## src/asrr_pkg.sv

```systemverilog
package asrr_pkg;
   localparam logic [7:0] OFS_CTRL1  = 8'h13;
   localparam logic [7:0] OFS_CTRL2  = 8'h14;
   localparam logic [7:0] OFS_CTRL3  = 8'h15;
   localparam logic [7:0] OFS_STAT1  = 8'h16;
   localparam logic [7:0] OFS_STAT2  = 8'h17;
   localparam logic [7:0] OFS_DATA   = 8'h18;
   localparam logic [7:0] OFS_BAUD   = 8'h19;
   localparam int unsigned C1_ENABLE = 6;
   localparam int unsigned C1_LEN9   = 4;
   localparam int unsigned C2_RXF_IE = 5;
   localparam int unsigned C2_RX_EN  = 2;
   localparam int unsigned C3_NINTH  = 7;
   localparam int unsigned C3_T8     = 6;
   localparam int unsigned C3_EN_W   = 4;
   localparam int unsigned C3_NF_IE  = 2;
   localparam int unsigned C3_FE_IE  = 1;
   localparam int unsigned S1_RXF    = 5;
   localparam int unsigned S1_NF     = 2;
   localparam int unsigned S1_FE     = 1;
   localparam int unsigned S2_BUSY   = 0;
   localparam int unsigned BAUD_W    = 6;
   localparam logic [4:0] RT_ZERO    = 5'h00;
   localparam logic [4:0] RT_FIRST   = 5'h01;
   localparam logic [4:0] RT3        = 5'h03;
   localparam logic [4:0] RT5        = 5'h05;
   localparam logic [4:0] RT7        = 5'h07;
   localparam logic [4:0] RT8        = 5'h08;
   localparam logic [4:0] RT9        = 5'h09;
   localparam logic [4:0] RT10       = 5'h0a;
   localparam logic [4:0] RT_LAST    = 5'h10;
   localparam logic [4:0] RT_STEP2   = 5'h02;
   localparam logic [3:0] BITS8      = 4'h8;
   localparam logic [3:0] BITS9      = 4'h9;
   localparam logic [2:0] HIST_IDLE  = 3'h7;
   localparam logic [2:0] SYNC_RST   = 3'h7;

   typedef enum logic [1:0] {ASRR_IDLE, ASRR_START, ASRR_DATA, ASRR_STOP} asrr_fsm_t;

   typedef struct packed {
      logic [7:0] addr;
      logic [7:0] wdata;
      logic       wr;
      logic       rd;
   } asrr_req_t;

   typedef struct packed {
      logic [2:0]        sync;
      logic              samp;
      logic [2:0]        hist;
      asrr_fsm_t         fsm;
      logic [4:0]        rt;
      logic [1:0]        vote;
      logic [3:0]        nbit;
      logic [8:0]        shreg;
      logic              prev_one;
      logic              edge_seen;
      logic [4:0]        since;
      logic [7:0]        ctrl1;
      logic [7:0]        ctrl2;
      logic              t8;
      logic [C3_EN_W-1:0] c3_en;
      logic [BAUD_W-1:0] baud;
      logic [BAUD_W-1:0] div;
      logic              tick;
      logic [7:0]        data;
      logic              ninth;
      logic              rxf;
      logic              nf;
      logic              fe;
      logic [7:0]        rdata;
   } asrr_st_t;
endpackage

```

## src/asrr_rx.sv

```systemverilog
// The plain strobed port was chosen for this implementation.
`timescale 1ns/1ps
module asrr_rx (
   input  wire logic             clk,
   input  wire logic             sys_rst,
   input  wire asrr_pkg::asrr_req_t bus_req,
   output logic [7:0]            rdata,
   input  wire logic             serial_in_pin,
   output logic                  irq
);
   asrr_pkg::asrr_st_t s_q;
   asrr_pkg::asrr_st_t s_d;
   logic [2:0]         v3;
   logic               maj;
   logic               noisy;
   logic               rx_on;
   logic               xfer;
   logic [3:0]         len;
   logic [7:0]         rd_val;

   always_comb begin
      s_d = s_q;
      xfer = 1'b0;
      rd_val = 8'h00;
      // first stage feeds only the second; the filter looks at stages two and three
      s_d.sync = {s_q.sync[1:0], serial_in_pin};
      if (s_q.sync[1] == s_q.sync[2]) begin
         s_d.samp = s_q.sync[2];
      end
      // oversample divider; period is baud + 1 clocks
      s_d.tick = 1'b0;
      if (s_q.div >= s_q.baud) begin
         s_d.div = '0;
         s_d.tick = 1'b1;
      end else begin
         s_d.div = s_q.div + {{(asrr_pkg::BAUD_W-1){1'b0}}, 1'b1};
      end
      v3 = {s_q.samp, s_q.vote};
      maj = (v3[0] & v3[1]) | (v3[0] & v3[2]) | (v3[1] & v3[2]);
      noisy = (|v3) & ~(&v3);
      rx_on = s_q.ctrl1[asrr_pkg::C1_ENABLE] & s_q.ctrl2[asrr_pkg::C2_RX_EN];
      len = s_q.ctrl1[asrr_pkg::C1_LEN9] ? asrr_pkg::BITS9 : asrr_pkg::BITS8;

      // register reads; flag clear comes first so a same-cycle set below wins
      if (bus_req.rd) begin
         case (bus_req.addr)
            asrr_pkg::OFS_CTRL1: rd_val = s_q.ctrl1;
            asrr_pkg::OFS_CTRL2: rd_val = s_q.ctrl2;
            asrr_pkg::OFS_CTRL3: begin
               rd_val[asrr_pkg::C3_NINTH] = s_q.ninth;
               rd_val[asrr_pkg::C3_T8] = s_q.t8;
               rd_val[asrr_pkg::C3_EN_W-1:0] = s_q.c3_en;
            end
            asrr_pkg::OFS_STAT1: begin
               rd_val[asrr_pkg::S1_RXF] = s_q.rxf;
               rd_val[asrr_pkg::S1_NF] = s_q.nf;
               rd_val[asrr_pkg::S1_FE] = s_q.fe;
               s_d.rxf = 1'b0;
               s_d.nf = 1'b0;
               s_d.fe = 1'b0;
            end
            asrr_pkg::OFS_STAT2: rd_val[asrr_pkg::S2_BUSY] = (s_q.fsm != asrr_pkg::ASRR_IDLE);
            asrr_pkg::OFS_DATA: rd_val = s_q.data;
            asrr_pkg::OFS_BAUD: rd_val[asrr_pkg::BAUD_W-1:0] = s_q.baud;
            default: rd_val = 8'h00;
         endcase
      end
      s_d.rdata = rd_val;

      // writes; the data buffer takes none on this receive-only block
      if (bus_req.wr) begin
         case (bus_req.addr)
            asrr_pkg::OFS_CTRL1: s_d.ctrl1 = bus_req.wdata;
            asrr_pkg::OFS_CTRL2: s_d.ctrl2 = bus_req.wdata;
            asrr_pkg::OFS_CTRL3: begin
               s_d.t8 = bus_req.wdata[asrr_pkg::C3_T8];
               s_d.c3_en = bus_req.wdata[asrr_pkg::C3_EN_W-1:0];
            end
            asrr_pkg::OFS_BAUD: s_d.baud = bus_req.wdata[asrr_pkg::BAUD_W-1:0];
            default: s_d.t8 = s_q.t8;
         endcase
      end

      if (s_q.tick) begin
         s_d.hist = {s_q.hist[1:0], s_q.samp};
         s_d.rt = s_q.rt + asrr_pkg::RT_FIRST;
         // falling edge after a 1 bit, remembered for realignment
         if (s_q.edge_seen) begin
            s_d.since = s_q.since + asrr_pkg::RT_FIRST;
         end
         if (s_q.prev_one && !s_q.edge_seen && s_q.hist[0] && !s_q.samp) begin
            s_d.edge_seen = 1'b1;
            s_d.since = asrr_pkg::RT_FIRST;
         end
         case (s_q.fsm)
            asrr_pkg::ASRR_IDLE: begin
               s_d.rt = asrr_pkg::RT_ZERO;
               if (rx_on && s_q.hist == asrr_pkg::HIST_IDLE && !s_q.samp) begin
                  s_d.fsm = asrr_pkg::ASRR_START;
                  // the falling sample itself was tick one, so the next tick is two
                  s_d.rt = asrr_pkg::RT_STEP2;
               end
            end
            asrr_pkg::ASRR_START: begin
               case (s_q.rt)
                  asrr_pkg::RT3: s_d.vote[0] = s_q.samp;
                  asrr_pkg::RT5: s_d.vote[1] = s_q.samp;
                  asrr_pkg::RT7: begin
                     if (maj) begin
                        s_d.fsm = asrr_pkg::ASRR_IDLE;
                        s_d.rt = asrr_pkg::RT_ZERO;
                     end else if (noisy) begin
                        s_d.nf = 1'b1;
                     end
                  end
                  asrr_pkg::RT8: s_d.vote[0] = s_q.samp;
                  asrr_pkg::RT9: s_d.vote[1] = s_q.samp;
                  asrr_pkg::RT10: begin
                     if (|v3) begin
                        s_d.nf = 1'b1;
                     end
                  end
                  asrr_pkg::RT_LAST: begin
                     s_d.fsm = asrr_pkg::ASRR_DATA;
                     s_d.rt = asrr_pkg::RT_FIRST;
                     s_d.nbit = 4'h0;
                     s_d.prev_one = 1'b0;
                     s_d.edge_seen = 1'b0;
                  end
                  default: s_d.vote = s_q.vote;
               endcase
            end
            asrr_pkg::ASRR_DATA: begin
               case (s_q.rt)
                  asrr_pkg::RT8: s_d.vote[0] = s_q.samp;
                  asrr_pkg::RT9: s_d.vote[1] = s_q.samp;
                  asrr_pkg::RT10: begin
                     s_d.shreg = {maj, s_q.shreg[8:1]};
                     if (noisy) begin
                        s_d.nf = 1'b1;
                     end
                     // realign so the edge counts as tick one of this bit
                     if (s_q.prev_one && !maj && s_q.edge_seen) begin
                        s_d.rt = s_q.since + asrr_pkg::RT_STEP2;
                     end
                     s_d.prev_one = maj;
                     s_d.edge_seen = 1'b0;
                  end
                  asrr_pkg::RT_LAST: begin
                     s_d.rt = asrr_pkg::RT_FIRST;
                     s_d.nbit = s_q.nbit + 4'h1;
                     if (s_q.nbit + 4'h1 == len) begin
                        s_d.fsm = asrr_pkg::ASRR_STOP;
                     end
                  end
                  default: s_d.vote = s_q.vote;
               endcase
            end
            asrr_pkg::ASRR_STOP: begin
               case (s_q.rt)
                  asrr_pkg::RT8: s_d.vote[0] = s_q.samp;
                  asrr_pkg::RT9: s_d.vote[1] = s_q.samp;
                  asrr_pkg::RT10: begin
                     xfer = 1'b1;
                     // in 8-bit mode the byte sits one place high after eight shifts
                     s_d.data = s_q.ctrl1[asrr_pkg::C1_LEN9] ? s_q.shreg[7:0]
                                                             : s_q.shreg[8:1];
                     s_d.ninth = s_q.shreg[8];
                     s_d.rxf = 1'b1;
                     if (!maj) begin
                        s_d.fe = 1'b1;
                     end
                     if (noisy) begin
                        s_d.nf = 1'b1;
                     end
                     s_d.fsm = asrr_pkg::ASRR_IDLE;
                     s_d.rt = asrr_pkg::RT_ZERO;
                  end
                  default: s_d.vote = s_q.vote;
               endcase
            end
            default: s_d.fsm = asrr_pkg::ASRR_IDLE;
         endcase
      end
      // disabling aborts a character; it is not completed later
      if (!rx_on) begin
         s_d.fsm = asrr_pkg::ASRR_IDLE;
      end
   end

   always_ff @(posedge clk) begin
      if (sys_rst) begin
         s_q <= '0;
         s_q.sync <= asrr_pkg::SYNC_RST;
         s_q.samp <= 1'b1;
      end else begin
         s_q <= s_d;
      end
   end

   assign rdata = s_q.rdata;
   assign irq = (s_q.rxf & s_q.ctrl2[asrr_pkg::C2_RXF_IE])
              | (s_q.nf & s_q.c3_en[asrr_pkg::C3_NF_IE])
              | (s_q.fe & s_q.c3_en[asrr_pkg::C3_FE_IE]);
endmodule // asrr_rx

```

## config.mk

```make
export PLATFORM = sky130hd
export DESIGN_NAME = asrr_rx
export DESIGN_NICKNAME = d
export VERILOG_FILES = /design/src/asrr_pkg.sv /design/src/asrr_rx.sv
export SDC_FILE = /design/constraint.sdc
export NUM_CORES = 1
export LEC_CHECK = 0
export BUFFER_PORTS_ARGS = -buffer_cell sky130_fd_sc_hd__buf_4
export CAP_MARGIN = 20
export CORE_MARGIN = 2
export CORE_UTILIZATION = 41
export CTS_BUF_LIST = sky130_fd_sc_hd__clkbuf_8 sky130_fd_sc_hd__clkbuf_16
export DETAILED_ROUTE_END_ITERATION = 6
export SLEW_MARGIN = 10
export SYNTH_ARGS = -nofsm -noshare
export SYNTH_HDL_FRONTEND = slang
export SYNTH_SLANG_ARGS = --single-unit
```

## constraint.sdc

```tcl
create_clock -name clk -period 5.38 [get_ports clk]
set_input_delay 0 -clock clk [delete_from_list [all_inputs] [get_ports clk]]
set_output_delay 0 -clock clk [all_outputs]
set_load 0.02 [all_outputs]
```

==> results of run 1 <==
[area by class of cell]
cell class	count	area, µm²
Tap cell	140	175
Fill cell	1025	5700
Sequential cell	90	1800
Clock inverter	5	129
Timing Repair Buffer	41	335
Inverter	22	82.6
Clock buffer	9	124
Multi-Input combinational cell	383	2440
[timing repair]
item | CTS | global route
hold buffers | 11 | 0
endpoints found under the hold margin | 29 | 0
resized for setup | 0 | 0
[cells in the final DEF (no fill, tap or decap), types with 3 or more instances in the layout]
cell type	instances
or2_2	3
bufinv_16	4
clkbuf_8	9
buf_4	30
dfxtp_1	90
nor2b_1	7
nand3_1	42
nand2b_1	6
inv_1	22
ha_1	18
a221oi_1	6
o22ai_1	4
a32oi_1	4
mux2i_1	29
o21ai_0	14
xor2_1	10
nand2_1	48
o21bai_1	3
nor3b_1	4
a21oi_1	48
a211oi_1	11
a22oi_1	9
nor3_1	6
a222oi_1	3
nand4_1	4
dlygate4sd3_1	11
and3_1	3
a21o_1	4
nor2_1	54
xnor2_1	5
nand3b_1	3
[through the flow]
stage | hold WS [ps] | utilization | setup slack (ps) | std cells
3_5_place_dp | 191 | 0.438 | 2940 | 665
4_1_cts | 79.2 | 0.472 | 3110 | 690
3_3_place_gp | 186 | 0.438 | 3110 | 665
6_report | 89.8 | 0.472 | 3130 | 690
2_1_floorplan | 104 | - | 3550 | 534
5_1_grt | 110 | 0.472 | 2880 | 690
[worst min-delay path, stage by stage]
cell and delay [ps]:
buf_4 180, nor2_1 110, a221oi_1 60, nor2_1 70
[layer usage]
metal | part of all wire | global-route usage
met1 | 0.48 | 0.259
met2 | 0.45 | 0.288
met3 | 0.056 | 0.0406
met4 | 0.013 | 0.0659
met5 | 0 | 0
[sequential cells by signal, indices dropped and copies added, names as in the netlist, named ones only]
register  count
s_d           2
rdata         8
s_q          79
[kinds of logic (layout without fill, tap and decap cells)]
group           after synthesis  count (layout)  synth area share
flops                        90              90             0.398
xor+xnor                     15              15            0.0290
simple gates                197             197             0.216
fa+ha+maj                    19              19            0.0522
buf+inv                      61              77            0.0629
mux                          31              31            0.0690
compound gates              121             121             0.173
[worst paths after layout]
kind	from	end	slack [ps]
setup / recovery	s_q[81]	s_q[74]	3130
hold reg to reg	s_d[88]	s_d[89]	420
setup reg to reg	s_q[81]	s_q[74]	3130
hold / removal	bus_req[11]	rdata[6]	90
[power by group through the flow]
| stage | clock, µW | combinational [µW] | sequential (µW) |
|---|---|---|---|
| 2_1_floorplan | 0 | 28.8 | 685 |
| 3_3_place_gp | 0 | 47.6 | 688 |
| 3_5_place_dp | 0 | 47.9 | 688 |
| 4_1_cts | 602 | 53.7 | 672 |
| 5_1_grt | 628 | 58.2 | 673 |
| 6_report | 589 | 54.2 | 672 |
==> run_results.csv, run 1 <==
group,metric,value,unit
outcome,status,"completed",
timing,relSlewSlack,0.397,
clocking,path_clk_slew,90,ps
timing,slew_viol_final,0,
detailed_routing,ant_nets,0,
power,power_density,258,nW/µm²
timing,fin_skew,13.4,ps
power,power_frac_seq,0.511,
detailed_routing,viasPerCell,5.47,
detailed_routing,wl_per_cell,15.7,µm
detailed_routing,drcViolationCount,0,
critical_path,end_kind,"register",
critical_path,critPathRequiredTime,5600,ps
critical_path,crit_path_start_kind,"register",
critical_path,path_max_fanout,16,
clocking,cts_tree,"yes",
floorplanning,initial_core_util,0.420,
power,leakagePower,0.00190,µW
finish,stdcell_area,5090,µm²
critical_path,worstSetupPathType,"register to register",
floorplanning,dieArea,11900,µm²
power,pwr-share-comb,0.041,
yosys,ys_types,59,
finish,area_delta_synth_final,12.4,%
place,io_buffers,29,
floorplanning,die_h,109,µm
global_route,grt_start_max_net_pins,75,
timing,tns,0,ps
critical_path,crit_buf_inv,1,
yosys,syn_area,4530,µm²
yosys,synth_edf_count,0,
clocking,clkSinkCount,90,
clocking,numCtsBuffers,9,
critical_path,slowest_delay,520,ps
power,p_clk_frac,0.448,
yosys,synth_top_area_cell,"dfxtp_1",
finish,drive_above_1_share,0.102,
clocking,cts_buffer_depth,2,
clocking,htree_levels,3,
clocking,clk_latency,360,ps
min_path,hold-path-cell-count,4,
critical_path,path_delay_family,"simple AND/OR/NAND/NOR gates",
detailed_routing,num_vias,3772,
detailed_routing,wl,10800,µm
finish,nets,586,
critical_path,cp.depth,7,
yosys,syn-num-nets,573,
global_route,grt_antenna_before_repair,0,
floorplanning,ios,30,
min_path,hp-class,"input pin to register",
yosys,syn_inst,534,
clocking,cts_setup_buffers,0,
place,hpwl,7450,µm
detailed_routing,drtIter0Drc,221,
power,power.net_switching,274,µW
yosys,ys_warn_count,0,
timing,worst_pin_slew,904,ps
timing,setup_viol,0,
power,total_power,1320,µW
power,switching_share,0.208,
yosys,ys_seq_area_frac,0.398,
timing,rsz0062_at_grt,"false",
timing,finalCriticalPeriod,2250,ps
power,vdd_ir_drop_max,0.116,mV
timing,hold_violations,0,
yosys,synthMostInstantiatedCell,"dfxtp_1",
clocking,cts_root_buf,"clkbuf_8",
floorplanning,rows,38,
floorplanning,coreArea,10800,µm²
global_route,grt_pass1_vias,3585,
yosys,async_reset_ff_frac,0,
global_route,grt_pass1_wl,17500,µm
finish,diodes,0,
place,placed_cell_area,4730,µm²
yosys,synth_area_per_cell,8.49,µm²
timing,fmax,444,MHz
place,gp_congestion,0.871,
critical_path,arrival,2470,ps
floorplanning,die_w,109,µm
power,internal-power,1040,µW
yosys,ys.flop_type,"dfxtp_1",
yosys,synth-seq-cells,90,
global_route,grt.overflow.total,0,
detailed_routing,drt_pass1_iterations,4,
critical_path,rr_worst_depth,7,
critical_path,path_cells,"inv_1, ha_1, or4b_1, a211oi_1, o21ai_0, mux2i_1, nor2_1",
global_route,grtUsageTotal,0.188,
yosys,netlist_top_cells_count,"90 x dfxtp_1, 54 x nor2_1, 48 x a21oi_1, 48 x nand2_1, 42 x nand3_1",
yosys,synth_area_leaders,"dfxtp_1 40%, mux2i_1 6.4%, a21oi_1 5.3%",
flow_run,maxCapViolations,0,
timing,fin_crit_sh,0.418,
critical_path,critPathSlowestCell,"or4b_1",
yosys,yosysTopAreaCellShare,0.398,
Note: power is estimated with default switching activity, not from simulation.
==> run 2: changes to the inputs <==
--- a/config.mk
+++ b/config.mk
@@ -5,6 +5,7 @@
 export SDC_FILE = /design/constraint.sdc
 export NUM_CORES = 1
 export LEC_CHECK = 0
+export ABC_AREA = 1
 export BUFFER_PORTS_ARGS = -buffer_cell sky130_fd_sc_hd__buf_4
 export CAP_MARGIN = 20
 export CORE_MARGIN = 2
==> constraint.sdc (replaced) <==
create_clock -name clk -period 2.18 [get_ports clk]
set_input_delay 0 -clock clk [delete_from_list [all_inputs] [get_ports clk]]
set_output_delay 0 -clock clk [all_outputs]
set_load 0.02 [all_outputs]
==> run 2 against run 1 <==
  * Total power up 120%
  * Register-to-register slack worse by 2800 ps
  * Routed wire length down 3.0%
  * Via count up 5.5%
  * Sequential cell count unchanged
  * Hold slack worse by 61 ps
  * Critical path type unchanged
==> run_results.csv, run 2 <==
group,metric,value,unit
yosys,ys_warn_count,0,
clocking,path_clk_slew,100,ps
detailed_routing,wl_per_cell,13.0,µm
clocking,cts_resized,0,
yosys,ys_seq_area_frac,0.393,
finish,diodes,0,
place,hpwl,7850,µm
floorplanning,die_w,110,µm
yosys,synth_top_area_cell,"dfxtp_1",
detailed_routing,drcViolationCount,0,
yosys,yosysTopAreaCellShare,0.393,
timing,fmax,548,MHz
power,p_clk_frac,0.380,
global_route,grt_antenna_before_repair,0,
clocking,cts_tree,"yes",
yosys,synth_area_per_cell,7.27,µm²
clocking,cts_root_buf,"clkbuf_8",
detailed_routing,viasPerCell,4.95,
detailed_routing,drt_pass1_iterations,4,
timing,holdWs,28.4,ps
clocking,cts_setup_buffers,0,
yosys,ys.flop_type,"dfxtp_1",
power,vdd_ir_drop_max,0.347,mV
finish,layout_commonest_cell,"nand2_1",
critical_path,critPathRequiredTime,2470,ps
finish,nets,699,
flow_run,maxCapViolations,0,
timing,relSlewSlack,0.715,
critical_path,worstSetupPathType,"register to register",
finish,regMostFlops,"s_q",
critical_path,rrSetupSlack,360,ps
timing,tns,0,ps
floorplanning,coreArea,10900,µm²
yosys,async_reset_ff_frac,0,
power,internal-power,2190,µW
power,power_frac_seq,0.575,
timing,hold_violations,0,
critical_path,path_max_fanout,8,
yosys,syn-num-nets,670,
finish,drive_above_1_share,0.125,
critical_path,arrival,2120,ps
global_route,grt.overflow.total,0,
clocking,numCtsBuffers,9,
floorplanning,ios,30,
power,pwr-share-comb,0.045,
power,power_density,559,nW/µm²
floorplanning,dieArea,12000,µm²
detailed_routing,num_vias,3981,
finish,area_delta_synth_final,12.1,%
timing,worst_pin_slew,427,ps
yosys,synthMostInstantiatedCell,"nand2_1",
outcome,status,"completed",
clocking,clk_latency,370,ps
yosys,synth_edf_count,0,
min_path,hp-class,"input pin to register",
detailed_routing,ant_nets,0,
detailed_routing,drtIter0Drc,224,
yosys,synth_area_leaders,"dfxtp_1 39%, nand2_1 12%, a21oi_1 7.9%",
floorplanning,rows,38,
floorplanning,die_h,110,µm
timing,fin_skew,17.6,ps
finish,n_fill_cell,1102,
power,power.net_switching,689,µW
place,gp_congestion,0.890,
detailed_routing,wl,10500,µm
timing,slew_viol_final,0,
yosys,syn_area,4580,µm²
critical_path,end_kind,"register",
power,switching_share,0.240,
critical_path,crit_path_start_kind,"register",
yosys,netlist_top_cells_count,"143 x nand2_1, 90 x dfxtp_1, 73 x inv_1, 72 x a21oi_1, 53 x o21ai_0",
yosys,synth-seq-cells,90,
timing,setup_viol,0,
clocking,hold_buffers,12,
clocking,cts_buffer_depth,2,
global_route,grtUsageTotal,0.188,
global_route,grt_pass1_vias,3722,
timing,fin_crit_sh,0.836,
clocking,htree_levels,3,
timing,finalCriticalPeriod,1820,ps
yosys,ys_types,40,
clocking,clkSinkCount,90,
global_route,grt_pass1_wl,17700,µm
yosys,syn_inst,631,
place,io_buffers,29,
timing,rsz0062_at_grt,"false",
finish,mostFrequentLayoutCells,"143 x nand2_1, 90 x dfxtp_1, 73 x inv_1",
power,leakagePower,0.00207,µW
global_route,grt_start_max_net_pins,47,
finish,largest_reg_flops,79,
floorplanning,initial_core_util,0.421,
[run 2: cell count changes after synthesis, moves of 7 or more]
cell	before	now
a211oi_1	11	2
a31oi_1	2	11
mux2i_1	29	0
nor2b_1	7	0
nand2_1	48	143
o21ai_0	14	53
nor2_1	54	35
a21oi_1	48	72
a22oi_1	9	0
inv_1	22	73
clkbuf_1	17	9
[run 2: path summary, 6_finish.rpt]
check                           startpoint      end  depth (start not counted)
worst max-delay path               s_q[81]  s_q[75]                          9
worst min-delay path               sys_rst  s_q[39]                          2
worst max register to register     s_q[81]  s_q[75]                          9
worst min register to register     s_d[88]  s_d[89]                          1
[run 2: per-layer routing]
| layer | vias up | global-route usage | wire [µm] | share of wire |
|---|---|---|---|---|
| met5 | - | 0 | 0 | 0 |
| met4 | 0 | 0.0696 | 238 | 0.023 |
| met3 | 18 | 0.0456 | 423 | 0.040 |
| met2 | 66 | 0.308 | 4800 | 0.46 |
| met1 | 1775 | 0.238 | 5040 | 0.48 |
| li1 | 2122 | - | - | - |
[run 2: cell families after synthesis]
logic type,share of synthesized area
compound gates,0.175
flops,0.393
buf+inv,0.105
simple gates,0.259
fa+ha+maj,0.0491
xor+xnor,0.0191
[run 2: area by class of cell]
cell class | instances | area, µm² | area share
Multi-Input combinational cell | 434 | 2300 | 0.447
Clock inverter | 5 | 36.3 | 0.00706
Clock buffer | 11 | 151 | 0.0295
Tap cell | 140 | 175 | 0.0341
Sequential cell | 90 | 1800 | 0.351
Timing Repair Buffer | 46 | 375 | 0.0730
Inverter | 79 | 300 | 0.0584
[run 2: critical path, stage by stage (launching register included)]
cell	delay, ps
dfxtp_1	420
inv_1	90
ha_1	300
inv_1	210
nand2_1	100
nor4_1	170
inv_1	100
o21ai_1	120
o21ai_0	110
a21oi_1	130
[run 2: power groups by stage]
| stage | registers (µW) | clock network, µW | logic, µW |
|---|---|---|---|
| final | 1650 | 1090 | 129 |
| after global routing | 1660 | 1190 | 143 |
| after global placement | 1690 | 0 | 112 |
| after detailed placement | 1690 | 0 | 114 |
| after CTS | 1650 | 1130 | 129 |
| after floorplan | 1690 | 0 | 61.0 |
[run 2: through the flow]
step | util | cell area (µm²) | power, µW | cells | setup WS [ps]
finish | 0.472 | 5140 | 2870 | 805 | 357
global route | 0.472 | 5140 | 2990 | 805 | 74.6
CTS | 0.472 | 5140 | 2910 | 805 | 353
detailed placement | 0.444 | 4830 | 1810 | 777 | 381
global placement | 0.444 | 4830 | 1800 | 777 | 477
floorplan | - | 4580 | 1750 | 631 | 619
==> run 3: changes to the inputs <==
--- a/config.mk
+++ b/config.mk
@@ -5,7 +5,7 @@
 export SDC_FILE = /design/constraint.sdc
 export NUM_CORES = 1
 export LEC_CHECK = 0
-export ABC_AREA = 1
+export ABC_AREA = 0
 export BUFFER_PORTS_ARGS = -buffer_cell sky130_fd_sc_hd__buf_4
 export CAP_MARGIN = 20
 export CORE_MARGIN = 2
==> constraint.sdc (replaced) <==
create_clock -name clk -period 1.6 [get_ports clk]
set_input_delay 0 -clock clk [delete_from_list [all_inputs] [get_ports clk]]
set_output_delay 0 -clock clk [all_outputs]
set_load 0.02 [all_outputs]
==> run 3 against run 2 <==
  * The run now ends with negative setup slack left
  * Count of clock-buffer cells in the layout decreased by 2
  * Total power increased by 34%
  * Sequential cell count unchanged
  * Critical path type unchanged
  * Critical endpoint is now s_q[74]
  * Largest power group unchanged
==> run_results.csv, run 3 (synthesis results as in run 1) <==
group,metric,value,unit
min_path,worstHoldStart,"bus_req[16]",
outcome,violations,"negative setup slack",
floorplanning,ios,30,
critical_path,path_cells,"inv_4, ha_4, or4b_4, a211oi_2, o21ai_1, mux2i_1, nor2_1",
place,dp.cells,714,
clocking,clkSinkCount,90,
finish,multiInputGateArea,2770,µm²
critical_path,slowest_delay,480,ps
finish,nets,642,
global_route,grt_antenna_before_repair,0,
timing,hold_violations,0,
finish,largest_reg_flops,79,
finish,n_fill_cell,964,
timing,setup_viol,6,
critical_path,rrSetupSlack,-100,ps
detailed_routing,wl_per_cell,15.9,µm
flow_run,maxCapViolations,0,
detailed_routing,ant_nets,0,
place,gp_congestion,0.906,
floorplanning,coreArea,10800,µm²
floorplanning,initial_core_util,0.420,
place,io_buffers,29,
critical_path,worstSetupPathType,"register to register",
timing,finalCriticalPeriod,1700,ps
critical_path,timing.rr.end,"s_q[74]",
clocking,numCtsBuffers,9,
min_path,hp-class,"input pin to register",
global_route,grt.overflow.total,0,
finish,mostFrequentLayoutCells,"83 x dfxtp_1, 79 x buf_4, 47 x nand2_1",
critical_path,rr_worst_depth,7,
critical_path,critPathSlowestCell,"or4b_4",
clocking,cts_tree,"yes",
critical_path,end_kind,"register",
critical_path,critPathRequiredTime,1850,ps
min_path,min_to,"rdata[3]",
clocking,htree_levels,3,
timing,setup_ws,-98.4,ps
global_route,grt_pass1_wl,18700,µm
finish,seqCellArea,1820,µm²
min_path,hold-path-cell-count,5,
detailed_routing,drt_pass1_iterations,6,
floorplanning,die_h,109,µm
finish,diodes,0,
finish,drive_above_1_share,0.287,
critical_path,crit_path_start_kind,"register",
clocking,cts_buffer_depth,2,
critical_path,path_delay_family,"simple AND/OR/NAND/NOR gates",
floorplanning,rows,38,
detailed_routing,wl,11900,µm
clocking,cts_root_buf,"clkbuf_8",
timing,fmax,589,MHz
clocking,clk_latency,360,ps
timing,rsz0062_at_grt,"true",
global_route,grtUsageTotal,0.202,
finish,area_delta_synth_final,29.0,%
critical_path,path_max_fanout,4,
critical_path,crit_buf_inv,1,
place,placed_cell_area,5170,µm²
floorplanning,dieArea,11900,µm²
global_route,grt_start_max_net_pins,48,
finish,regMostFlops,"s_q",
timing,fin_skew,9.75,ps
finish,post-route-util,0.542,
detailed_routing,drcViolationCount,0,
finish,fin_cells,747,
global_route,grt_pass1_vias,3838,
timing,worst_pin_slew,553,ps
clocking,path_clk_slew,90,ps
power,vdd_ir_drop_max,0.364,mV
outcome,status,"finished with violations",
floorplanning,die_w,109,µm
detailed_routing,drtIter0Drc,208,
critical_path,crit-reg2reg-launch,"s_q[81]",
power,leakagePower,0.00223,µW
place,hpwl,8170,µm
finish,layout_commonest_cell,"dfxtp_1",
timing,slew_viol_final,0,
power,power_density,660,nW/µm²
finish,stdcell_area,5850,µm²
timing,relSlewSlack,0.631,
timing,fin_crit_sh,1.06,
detailed_routing,num_vias,4082,
critical_path,arrival,1950,ps
detailed_routing,viasPerCell,5.46,
==> run 3: cell types whose count changed in the layout (fill, tap and decap cells not counted), sizes merged, moves of 10 or more <==
cell    change
a211oi     +10
a21oi      -24
buf        +50
inv        -55
mux2i      +29
nand2     -101
nor2       +13
o21ai      -43
==> run 3: area by class of cell <==
type                       count  area share
multi-input combinational    383       0.474
clock buffer                   9      0.0212
tap                          140      0.0300
clock inverter                 6     0.00706
inverter                      22      0.0154
timing repair buffer          97       0.141
sequential                    90       0.311
==> run 3: routing by layer <==
layer,wire length (µm),share of wire,GRT usage,up-vias
met3,546,0.046,0.0311,14
met5,0,0,0,-
met2,5500,0.46,0.322,111
met1,5670,0.48,0.271,1930
li1,-,-,-,2027
met4,194,0.016,0.0861,0
==> run 3: worst max-delay path by stage <==
stage / slack [ps] / depth (start not counted) / start / endpoint
2_1_floorplan: -50 / 7 / s_q[81] / s_q[74]
3_3_place_gp: -120 / 6 / s_q[76] / s_q[81]
3_5_place_dp: -180 / 6 / s_q[76] / s_q[81]
4_1_cts: -140 / 7 / s_q[81] / s_q[74]
5_1_grt: -180 / 7 / s_q[81] / s_q[74]
6_report: -100 / 7 / s_q[81] / s_q[74]
==> run 3: worst reg2reg max path, cell delays in order, from the launching register on <==
cell and delay [ps]:
dfxtp_4 390, inv_4 50, ha_4 160, or4b_4 480
a211oi_2 210, o21ai_1 100, mux2i_1 150, nor2_1 50
==> run 3: through the flow <==
| step | hold slack, ps | power [µW] | setup slack (ps) | TNS, ps |
|---|---|---|---|---|
| 5_1_grt | 70.7 | 4010 | -177 | -1760 |
| 4_1_cts | 49.3 | 3910 | -145 | -396 |
| 2_1_floorplan | 104 | 2400 | -54.5 | -123 |
| 3_5_place_dp | 189 | 2490 | -182 | -923 |
| 6_report | 74.7 | 3860 | -98.4 | -251 |
| 3_3_place_gp | 184 | 2480 | -123 | -388 |
==> run 3: repair_timing <==
action,in CTS,in global routing
gates cloned,0,2
gates resized for setup,30,47
pin swaps,9,20
endpoints found under the setup margin,36,32
buffers inserted,1,4
hold buffers,11,0
endpoints found under the hold margin,31,0
==> run 3: power by group <==
part           internal [µW]  switching, µW
registers               2240           5.87
clock network            563            843
logic                   88.1            122
total                   2890            971
